==> config.mk <==
export PLATFORM = sky130hd
export DESIGN_NAME = accel_regmap
export DESIGN_NICKNAME = d
export VERILOG_FILES = /design/src/logic/accel_pkg.sv /design/src/logic/accel_sample_hold.sv /design/src/logic/accel_regmap.sv
export VERILOG_INCLUDE_DIRS = /design/src /design/src/logic
export SDC_FILE = /design/constraint.sdc
export NUM_CORES = 1
export LEC_CHECK = 0
export ABC_AREA = 1
export CAP_MARGIN = 20
export CORE_UTILIZATION = 58
export DETAILED_ROUTE_END_ITERATION = 7
export DONT_BUFFER_PORTS = 1
export PLACE_DENSITY = 0.83
export SKIP_LAST_GASP = 1
export SLEW_MARGIN = 20
export SYNTH_ARGS = -nofsm -noshare
export SYNTH_HDL_FRONTEND = slang
export SYNTH_SLANG_ARGS = --single-unit
export TNS_END_PERCENT = 20
==> constraint.sdc <==
create_clock -name clk -period 2.6 [get_ports clk]
set_clock_uncertainty 0.05 [all_clocks]
set_input_delay 0.13 -clock clk [delete_from_list [all_inputs] [get_ports clk]]
set_output_delay 0.13 -clock clk [all_outputs]
set_load 0.01 [all_outputs]
==> src/logic/accel_defines.svh <==
// Register offsets, field positions and reset values of the register bank
`ifndef ACCEL_DEFINES_SVH
`define ACCEL_DEFINES_SVH

`define ACCEL_ADDR_STATUS      8'h00
`define ACCEL_ADDR_X_HI        8'h01
`define ACCEL_ADDR_X_LO        8'h02
`define ACCEL_ADDR_Y_HI        8'h03
`define ACCEL_ADDR_Y_LO        8'h04
`define ACCEL_ADDR_Z_HI        8'h05
`define ACCEL_ADDR_Z_LO        8'h06
`define ACCEL_ADDR_LOWER_FIRST 8'h07
`define ACCEL_ADDR_LOWER_LAST  8'h20
`define ACCEL_ADDR_PLS_SETUP   8'h21
`define ACCEL_ADDR_PLS_EVENT   8'h22
`define ACCEL_ADDR_PULSE_THS_X 8'h23
`define ACCEL_ADDR_PULSE_THS_Y 8'h24
`define ACCEL_ADDR_PULSE_THS_Z 8'h25
`define ACCEL_ADDR_PLS_TLIM    8'h26
`define ACCEL_ADDR_PULSE_LAT   8'h27
`define ACCEL_ADDR_PULSE_WIN   8'h28
`define ACCEL_ADDR_ASLP_CNT    8'h29
`define ACCEL_ADDR_CTRL_A      8'h2A
`define ACCEL_ADDR_CTRL_B      8'h2B
`define ACCEL_ADDR_CTRL_C      8'h2C
`define ACCEL_ADDR_CTRL_D      8'h2D
`define ACCEL_ADDR_CTRL_E      8'h2E
`define ACCEL_ADDR_TRIM_X      8'h2F
`define ACCEL_ADDR_TRIM_Y      8'h30
`define ACCEL_ADDR_TRIM_Z      8'h31
`define ACCEL_ADDR_RSVD_FIRST  8'h40
`define ACCEL_ADDR_RSVD_LAST   8'h7F
`define ACCEL_ADDR_WRAP_TGT    8'h0D

`define ACCEL_NUM_CFG          17
`define ACCEL_RST_VAL          8'h00

`define ACCEL_IDX_PLS_EVENT    1
`define ACCEL_IDX_THS_FIRST    2
`define ACCEL_IDX_THS_LAST     4
`define ACCEL_IDX_CTRL_A       9
`define ACCEL_IDX_CTRL_B       10

`define ACCEL_BIT_ACTIVE       0
`define ACCEL_BIT_FAST_READ    1
`define ACCEL_BIT_SW_RST       6

`endif

==> src/logic/accel_pkg.sv <==
// Types shared by the register bank modules
package accel_pkg;

  typedef logic [7:0] accel_byte_t;

  typedef enum logic [1:0] {
    ACCEL_FMODE_OFF      = 2'b00,
    ACCEL_FMODE_CIRCULAR = 2'b01,
    ACCEL_FMODE_FILL     = 2'b10,
    ACCEL_FMODE_TRIGGER  = 2'b11
  } accel_fmode_t;

endpackage : accel_pkg

==> src/logic/accel_sample_hold.sv <==
// Sample data byte selection with low-byte hold per axis
`include "accel_defines.svh"

module accel_sample_hold (
  // Clock and reset
  input  wire logic                clk,
  input  wire logic                rst_b,
  // Read request
  input  wire logic                rd_stb,
  input  wire accel_pkg::accel_byte_t rd_addr,
  // Live samples
  input  wire logic [13:0]         x_sample,
  input  wire logic [13:0]         y_sample,
  input  wire logic [13:0]         z_sample,
  // Selected byte
  output      accel_pkg::accel_byte_t rdata
);
  import accel_pkg::*;

  logic [13:0] samples [0:2];
  accel_byte_t hi_byte [0:2];
  accel_byte_t lo_hold_r [0:2];
  logic [2:0]  hi_hit;
  logic [2:0]  lo_hit;

  assign samples[0] = x_sample;
  assign samples[1] = y_sample;
  assign samples[2] = z_sample;

  genvar i;
  generate
    for (i = 0; i < 3; i++) begin : g_axis
      localparam accel_byte_t HI_ADDR = 8'(`ACCEL_ADDR_X_HI + 2 * i);
      localparam accel_byte_t LO_ADDR = 8'(`ACCEL_ADDR_X_LO + 2 * i);
      assign hi_byte[i] = samples[i][13:6];
      assign hi_hit[i]  = rd_addr == HI_ADDR;
      assign lo_hit[i]  = rd_addr == LO_ADDR;
      // Low six bits frozen when the high byte is read
      always_ff @(posedge clk or negedge rst_b) begin
        if (!rst_b) begin
          lo_hold_r[i] <= `ACCEL_RST_VAL;
        end else if (rd_stb && hi_hit[i]) begin
          lo_hold_r[i] <= {samples[i][5:0], 2'b00};
        end
      end
    end
  endgenerate

  assign rdata = hi_hit[0] ? hi_byte[0] :
                 hi_hit[1] ? hi_byte[1] :
                 hi_hit[2] ? hi_byte[2] :
                 lo_hit[0] ? lo_hold_r[0] :
                 lo_hit[1] ? lo_hold_r[1] :
                 lo_hit[2] ? lo_hold_r[2] : `ACCEL_RST_VAL;
endmodule : accel_sample_hold

==> src/logic/accel_regmap.sv <==
// Upper register bank with read pointer, write protection and read mux
`include "accel_defines.svh"

// Summary of operation
// Entering standby leaves every stored register unchanged.
// Entering active clears the pulse event source register to default.
// Pulse thresholds writable always; each write restarts its debounce count.
// Config changes only in standby, except active bit and reset bit.
// Pointer advances only on reads; a stop clears the stored pointer.
// Each read steps to its next address; last trim wraps to 0x0D.
// Reserved range 0x40 to 0x7F reads zero; host does not write it.
// FIFO mode off: address 0x00 returns live sample status.
// FIFO mode on: address 0x00 returns FIFO status.
// Host fetches FIFO data starting at the X high byte.
// Fast-read skips low data bytes; otherwise all six read in order.
// After reset system control A is zero: 800 Hz rate, standby.
// A low byte read right after its high byte is the same sample.
// Protected writes outside standby are ignored, keeping old contents.
module accel_regmap (
  // Clock and reset
  input  wire logic                   clk,
  input  wire logic                   rst_b,
  // Host byte transactions
  input  wire logic                   addr_stb,
  input  wire accel_pkg::accel_byte_t addr_in,
  input  wire logic                   wr_stb,
  input  wire accel_pkg::accel_byte_t wr_data,
  input  wire logic                   rd_stb,
  input  wire logic                   stop_stb,
  output      logic                   rd_valid,
  output      accel_pkg::accel_byte_t rd_data,
  // Device status and samples
  input  wire accel_pkg::accel_fmode_t fifo_mode,
  input  wire accel_pkg::accel_byte_t sample_status,
  input  wire accel_pkg::accel_byte_t fifo_status,
  input  wire logic [13:0]            x_sample,
  input  wire logic [13:0]            y_sample,
  input  wire logic [13:0]            z_sample,
  input  wire logic                   pulse_event_source_load,
  input  wire accel_pkg::accel_byte_t pulse_event_source_in,
  // Lower register bank
  output      logic                   lower_rd_stb,
  output      accel_pkg::accel_byte_t lower_addr,
  input  wire accel_pkg::accel_byte_t lower_rdata,
  // Register contents
  output      accel_pkg::accel_byte_t pulse_config,
  output      accel_pkg::accel_byte_t pulse_event_source,
  output      accel_pkg::accel_byte_t pulse_threshold_x,
  output      accel_pkg::accel_byte_t pulse_threshold_y,
  output      accel_pkg::accel_byte_t pulse_threshold_z,
  output      accel_pkg::accel_byte_t pulse_time_limit,
  output      accel_pkg::accel_byte_t pulse_second_latency,
  output      accel_pkg::accel_byte_t pulse_second_window,
  output      accel_pkg::accel_byte_t auto_sleep_counter,
  output      accel_pkg::accel_byte_t system_control_a,
  output      accel_pkg::accel_byte_t system_control_b,
  output      accel_pkg::accel_byte_t wake_and_pin_polarity,
  output      accel_pkg::accel_byte_t interrupt_enables,
  output      accel_pkg::accel_byte_t interrupt_pin_routing,
  output      accel_pkg::accel_byte_t x_axis_trim,
  output      accel_pkg::accel_byte_t y_axis_trim,
  output      accel_pkg::accel_byte_t z_axis_trim,
  // Control strobes and levels
  output      logic                   device_active,
  output      logic                   sw_reset,
  output      logic [2:0]             dbnc_restart
);
  import accel_pkg::*;

  accel_byte_t cfg_r [0:`ACCEL_NUM_CFG-1];
  accel_byte_t cfg_nxt [0:`ACCEL_NUM_CFG-1];
  logic [`ACCEL_NUM_CFG-1:0] cfg_hit;
  accel_byte_t ptr_r;
  accel_byte_t ptr_nxt;
  accel_byte_t step_addr;
  accel_byte_t rd_data_r;
  accel_byte_t rd_mux;
  accel_byte_t cfg_rdata;
  accel_byte_t data_rdata;
  accel_byte_t status_rdata;
  logic [4:0]  cfg_idx;
  logic        rd_valid_r;
  logic        sw_rst_r;
  logic        act_d_r;
  logic [2:0]  dbnc_r;
  logic        active;
  logic        standby;
  logic        fast_read;
  logic        act_rise;
  logic        in_status;
  logic        in_data;
  logic        in_lower;
  logic        in_cfg;
  logic        sw_rst_req;

  assign active    = cfg_r[`ACCEL_IDX_CTRL_A][`ACCEL_BIT_ACTIVE];
  assign standby   = !active;
  assign fast_read = cfg_r[`ACCEL_IDX_CTRL_A][`ACCEL_BIT_FAST_READ];
  assign act_rise  = active && !act_d_r;

  // Address decode of the current pointer
  assign in_status = ptr_r == `ACCEL_ADDR_STATUS;
  assign in_data   = ptr_r >= `ACCEL_ADDR_X_HI && ptr_r <= `ACCEL_ADDR_Z_LO;
  assign in_lower  = ptr_r >= `ACCEL_ADDR_LOWER_FIRST &&
                     ptr_r <= `ACCEL_ADDR_LOWER_LAST;
  assign in_cfg    = ptr_r >= `ACCEL_ADDR_PLS_SETUP &&
                     ptr_r <= `ACCEL_ADDR_TRIM_Z;
  assign cfg_idx   = 5'(ptr_r - `ACCEL_ADDR_PLS_SETUP);

  // Writing the reset bit is honoured in any mode
  assign sw_rst_req = wr_stb && cfg_hit[`ACCEL_IDX_CTRL_B] &&
                      wr_data[`ACCEL_BIT_SW_RST];

  genvar i;
  generate
    for (i = 0; i < `ACCEL_NUM_CFG; i++) begin : g_cfg
      localparam bit ANYTIME = i >= `ACCEL_IDX_THS_FIRST &&
                               i <= `ACCEL_IDX_THS_LAST;
      localparam bit RDONLY  = i == `ACCEL_IDX_PLS_EVENT;
      localparam bit IS_CA   = i == `ACCEL_IDX_CTRL_A;
      localparam bit IS_CB   = i == `ACCEL_IDX_CTRL_B;
      logic wr_full;
      logic wr_part;
      accel_byte_t part_val;

      assign cfg_hit[i] = in_cfg && cfg_idx == 5'(i);
      // Thresholds take writes in any mode, the rest only in standby
      assign wr_full = wr_stb && cfg_hit[i] && !RDONLY &&
                       (ANYTIME || standby);
      // Active mode: only the exempt bit lands, the rest is kept
      assign wr_part = wr_stb && cfg_hit[i] && active &&
                       (IS_CA || IS_CB);
      assign part_val = IS_CA ?
        {cfg_r[i][7:1], wr_data[`ACCEL_BIT_ACTIVE]} :
        {cfg_r[i][7], wr_data[`ACCEL_BIT_SW_RST], cfg_r[i][5:0]};

      if (RDONLY) begin : g_src
        // New event wins over the clear on entering active
        assign cfg_nxt[i] = sw_rst_r       ? `ACCEL_RST_VAL :
                            pulse_event_source_load ? pulse_event_source_in :
                            act_rise       ? `ACCEL_RST_VAL :
                            cfg_r[i];
      end else begin : g_rw
        assign cfg_nxt[i] = sw_rst_r ? `ACCEL_RST_VAL :
                            wr_full  ? wr_data :
                            wr_part  ? part_val :
                            cfg_r[i];
      end

      always_ff @(posedge clk or negedge rst_b) begin
        if (!rst_b) begin
          cfg_r[i] <= `ACCEL_RST_VAL;
        end else begin
          cfg_r[i] <= cfg_nxt[i];
        end
      end
    end
  endgenerate

  // Next address of a burst read
  always_comb begin
    step_addr = 8'(ptr_r + 8'h01);
    if (ptr_r == `ACCEL_ADDR_TRIM_Z) begin
      step_addr = `ACCEL_ADDR_WRAP_TGT;
    end else if (fast_read && ptr_r == `ACCEL_ADDR_X_HI) begin
      step_addr = `ACCEL_ADDR_Y_HI;
    end else if (fast_read && ptr_r == `ACCEL_ADDR_Y_HI) begin
      step_addr = `ACCEL_ADDR_Z_HI;
    end else if (fast_read && ptr_r == `ACCEL_ADDR_Z_HI) begin
      step_addr = `ACCEL_ADDR_STATUS;
    end
  end

  // Stop clears, address phase loads, only reads advance
  assign ptr_nxt = stop_stb ? `ACCEL_ADDR_STATUS :
                   addr_stb ? addr_in :
                   rd_stb   ? step_addr :
                   ptr_r;

  accel_sample_hold u_sample_hold (
    .clk      (clk),
    .rst_b    (rst_b),
    .rd_stb   (rd_stb),
    .rd_addr  (ptr_r),
    .x_sample (x_sample),
    .y_sample (y_sample),
    .z_sample (z_sample),
    .rdata    (data_rdata)
  );

  // Read data selection
  assign status_rdata = (fifo_mode == ACCEL_FMODE_OFF) ?
                        sample_status : fifo_status;
  assign cfg_rdata    = cfg_r[cfg_idx];
  assign rd_mux = in_status ? status_rdata :
                  in_data   ? data_rdata :
                  in_lower  ? lower_rdata :
                  in_cfg    ? cfg_rdata :
                  `ACCEL_RST_VAL;

  always_ff @(posedge clk or negedge rst_b) begin
    if (!rst_b) begin
      ptr_r      <= `ACCEL_ADDR_STATUS;
      rd_data_r  <= `ACCEL_RST_VAL;
      rd_valid_r <= 1'b0;
      sw_rst_r   <= 1'b0;
      act_d_r    <= 1'b0;
      dbnc_r     <= 3'b000;
    end else begin
      ptr_r      <= ptr_nxt;
      rd_data_r  <= rd_stb ? rd_mux : rd_data_r;
      rd_valid_r <= rd_stb;
      sw_rst_r   <= sw_rst_req;
      act_d_r    <= active;
      dbnc_r     <= {3{wr_stb}} & cfg_hit[`ACCEL_IDX_THS_LAST:
                                          `ACCEL_IDX_THS_FIRST];
    end
  end

  assign rd_valid     = rd_valid_r;
  assign rd_data      = rd_data_r;
  assign lower_rd_stb = rd_stb && in_lower;
  assign lower_addr   = ptr_r;
  assign device_active = active;
  assign sw_reset     = sw_rst_r;
  assign dbnc_restart = dbnc_r;

  assign pulse_config          = cfg_r[0];
  assign pulse_event_source    = cfg_r[1];
  assign pulse_threshold_x     = cfg_r[2];
  assign pulse_threshold_y     = cfg_r[3];
  assign pulse_threshold_z     = cfg_r[4];
  assign pulse_time_limit      = cfg_r[5];
  assign pulse_second_latency  = cfg_r[6];
  assign pulse_second_window   = cfg_r[7];
  assign auto_sleep_counter    = cfg_r[8];
  assign system_control_a      = cfg_r[9];
  assign system_control_b      = cfg_r[10];
  assign wake_and_pin_polarity = cfg_r[11];
  assign interrupt_enables     = cfg_r[12];
  assign interrupt_pin_routing = cfg_r[13];
  assign x_axis_trim           = cfg_r[14];
  assign y_axis_trim           = cfg_r[15];
  assign z_axis_trim           = cfg_r[16];

  logic plain_read;
  assign plain_read = rd_stb && !stop_stb && !addr_stb;
endmodule : accel_regmap

==> run_results.csv <==
group,metric,value,unit
clocking,htree_levels,4,
final_layout,syn_to_final_growth,17.7,%
synth,synth.distinct_cells,38,
sta,relSlewSlack,0.335,
sta,worst_pin_slew,994,ps
setup_path,crit_required,2870,ps
sta,rsz0062_at_grt,"true",
synth,synth_nets,1380,
floorplan,die_w,130,µm
final_layout,fin_util,0.701,
synth,yosysSeqAreaShare,0.466,
pwr,cellLeakagePower,5.26,nW
setup_path,crit_path_frequent_cell,"nand2_1",
clocking,clk_path_buf_depth,2,
floorplan,fp.dieH,130,µm
clocking,clk_pin_slew_worst_paths,70,ps
clocking,cts.sinks,176,
pwr,peakVddDrop,0.000493,V
sta,setup_viol,0,
grt,grtUsageTotal,0.368,
synth,mappedNetlistArea,9460,µm²
placement,dpl.hpwl,20200,µm
grt,gr-total-overflow,0,
sta,period_share,0.953,
setup_path,critPathMaxStageDelay,440,ps
detailed_routing,avgViaCountPerCell,5.99,
grt,antenna_found_initial,1,
synth,synth_xor_xnor_area_share,0.00635,
grt,grt_pass1_vias,8509,
sta,hold_viol,177,
clocking,cts_tree,"yes",
setup_path,cpMaxStageDelayCell,"dfrtp_2",
synth,synthMuxAreaShare,0.0263,
synth,syn-instance-count,1275,
detailed_routing,ant_nets,0,
setup_path,end_kind,"register",
setup_path,r2r_start,"lower_addr[0]",
floorplan,die-area,16800,µm²
synth,synth-simple-area-share,0.320,
placement,postPlaceCellArea,9720,µm²
detailed_routing,drt-total-wl,30800,µm
setup_path,critPathKind,"register to register",
grt,grt_pass1_wl,46600,µm
final_layout,post-route-cell-area,11100,µm²
detailed_routing,dr_total_vias,9373,
setup_path,critical_path.max_fanout,21,
final_layout,final_layout_size_suffix_gt1_frac,0.100,
clocking,cts_root_buf,"clkbuf_16",
floorplan,core.rowCount,46,
synth,synth_common_cells,"nand2_1 (488), dfrtp_1 (176), nor2_1 (100), o21ai_1 (99), nand3_1 (94)",
sta,fin_setup_tns,0,ps
synth,yosysTopAreaCellShare,0.466,
setup_path,reg2reg_depth,14,
pwr,power_density,701,nW/µm²
detailed_routing,drc,0,
setup_path,crit_arrival,2750,ps
setup_path,reg2reg_slack,120,ps
detailed_routing,first_pass_iters,7,
floorplan,core_area,15900,µm²
setup_path,worstPathCellList,"inv_4 -> ha_1 -> buf_4 -> nor2_1 -> o21ai_0 -> nand3_1 -> nand2_1 -> nand2_1 -> o21ai_1 -> nand2_1 -> nand2_1 -> nand2_1 -> nand2_1 -> nand2_1",
final_layout,largest_reg_flops,18,
placement,io_buffer_count,0,
synth,synth_compound_area_frac,0.116,
clocking,cts_buffers,17,
clocking,clk-insertion-delay-late,440,ps
floorplan,start_util,0.595,
synth,synth_area_leader_cell,"dfrtp_1",
setup_path,crit_path_start_kind,"register",
synth,synth_fa_ha_area_frac,0.00794,
sta,fin_hold_ws,-669,ps
job,drv_cap,0,
synth,ys_seq_elements,176,
floorplan,ios,258,
sta,period_needed,2480,ps
clocking,holdBufCountCts,73,
final_layout,fin_nets,1442,
synth,synth_most_common_cell,"nand2_1",
synth,synth_ff_type,"dfrtp_1",
synth,async_flop_share,1.00,
detailed_routing,drtIter0Drc,1298,
synth,syn_avg_cell_area,7.42,µm²
status,status,"complete, but fails checks",
synth,synth.area.top_cells,"dfrtp_1 (47%), nand2_1 (19%), o21ai_1 (5.2%), nand3_1 (5.0%), nor2_1 (4.0%)",
synth,synth_top_family_by_area,"simple AND/OR/NAND/NOR gates",
placement,routabilityCongestion,0.894,
detailed_routing,wl_per_cell,19.6,µm
sta,max_freq,0.404,GHz
final_layout,antenna_cells,0,
synth,synth_warnings,0,
placement,pre_cts_ws,96.8,ps
sta,setup_slack,122,ps
final_layout,regMostFlops,"u_sample_hold.lo_hold_r",
setup_path,r2r_end,"rd_data[6]",
status,violations,"negative hold slack",
hold_path,hp-class,"input pin to asynchronous set/reset pin",
synth,synth_edf_count,0,
sta,drv_slew,0,
grt,grt_max_degree,177,
## timing repair
item	4_1_cts	5_1_grt
buffers inserted	0	0
endpoints found under the hold margin	233	176
gates resized for setup	0	9
endpoints found under the setup margin	0	44
## worst max-delay path by stage
stage | from | end | slack [ps]
6_report | lower_addr[0] | rd_data[6] | 120
2_1_floorplan | lower_addr[0] | rd_data[5] | 7
3_5_place_dp | lower_addr[0] | z_axis_trim[6] | 100
4_1_cts | lower_addr[0] | z_axis_trim[6] | 90
5_1_grt | lower_addr[2] | rd_data[6] | -30
3_3_place_gp | lower_addr[1] | system_control_b[4] | 170
## cell type report
cell class                      instances  area (µm²)
Fill cell                            1271        4760
Multi-Input combinational cell        968        4540
Sequential cell                       176        4410
Timing Repair Buffer                  108        1040
Clock buffer                           20         457
Tap cell                              216         270
Inverter                               66         250
Clock inverter                         12         169
## where the power goes
group          switching [W]  internal [W]
sequential          0.000391       0.00304
clock                0.00116       0.00159
combinational        0.00101      0.000610
total                0.00256       0.00524
## per-stage QoR
step,hold WS (ps),std cells,total power [W]
2_1_floorplan,-216,1275,0.00445
3_3_place_gp,-211,1460,0.00486
3_5_place_dp,-211,1460,0.00490
4_1_cts,-679,1565,0.00771
5_1_grt,-687,1566,0.00814
6_report,-669,1566,0.00780
## layer usage
metal,track usage,part of all wire
met5,0,0.00042
met1,0.491,0.38
met3,0.127,0.13
met2,0.545,0.45
met4,0.157,0.039
## placed cells by master, fill, tap and decap left out, types with 2 or more instances in the layout
cell type and instances:
nor2_4 4, dlygate4sd3_1 73, nand2_1 486, clkbuf_8 2, nor3_1 5, nand3_1 93, bufinv_16 3, nor2_1 100
a21oi_1 50, nand4_1 2, inv_6 4, ha_1 4, inv_1 55, buf_4 32, nor4_4 3, o211ai_1 2
o21ai_0 55, inv_2 9, nor2_2 9, ha_2 2, o21ai_1 99, clkbuf_16 18, a21oi_2 3, mux2i_1 8
nand2_2 8, xor2_1 3, buf_12 2, dfrtp_1 175, mux2_2 15, nand3_2 2, nor3_2 3, inv_8 2
## cell families (layout without fill, tap and decap cells)
logic type / count (synthesis) / count (layout)
buffers and inverters: 131 / 206
multiplexers: 23 / 23
adder cells (fa/ha/maj): 6 / 6
AND/OR/NAND/NOR: 720 / 720
flip-flops: 176 / 176
AO/OA/AOI/OAI: 213 / 213
XOR/XNOR: 6 / 6
## worst max-delay path: cells and delay by family, from the launching register on
kind / cells / cell delay, ps
AOI/OAI and AO/OA: 2 / 360
adders and majority gates: 1 / 350
buffers and inverters: 2 / 380
DFF: 1 / 440
and+or+nand+nor: 9 / 790
Power figures use the tool's default switching activity.
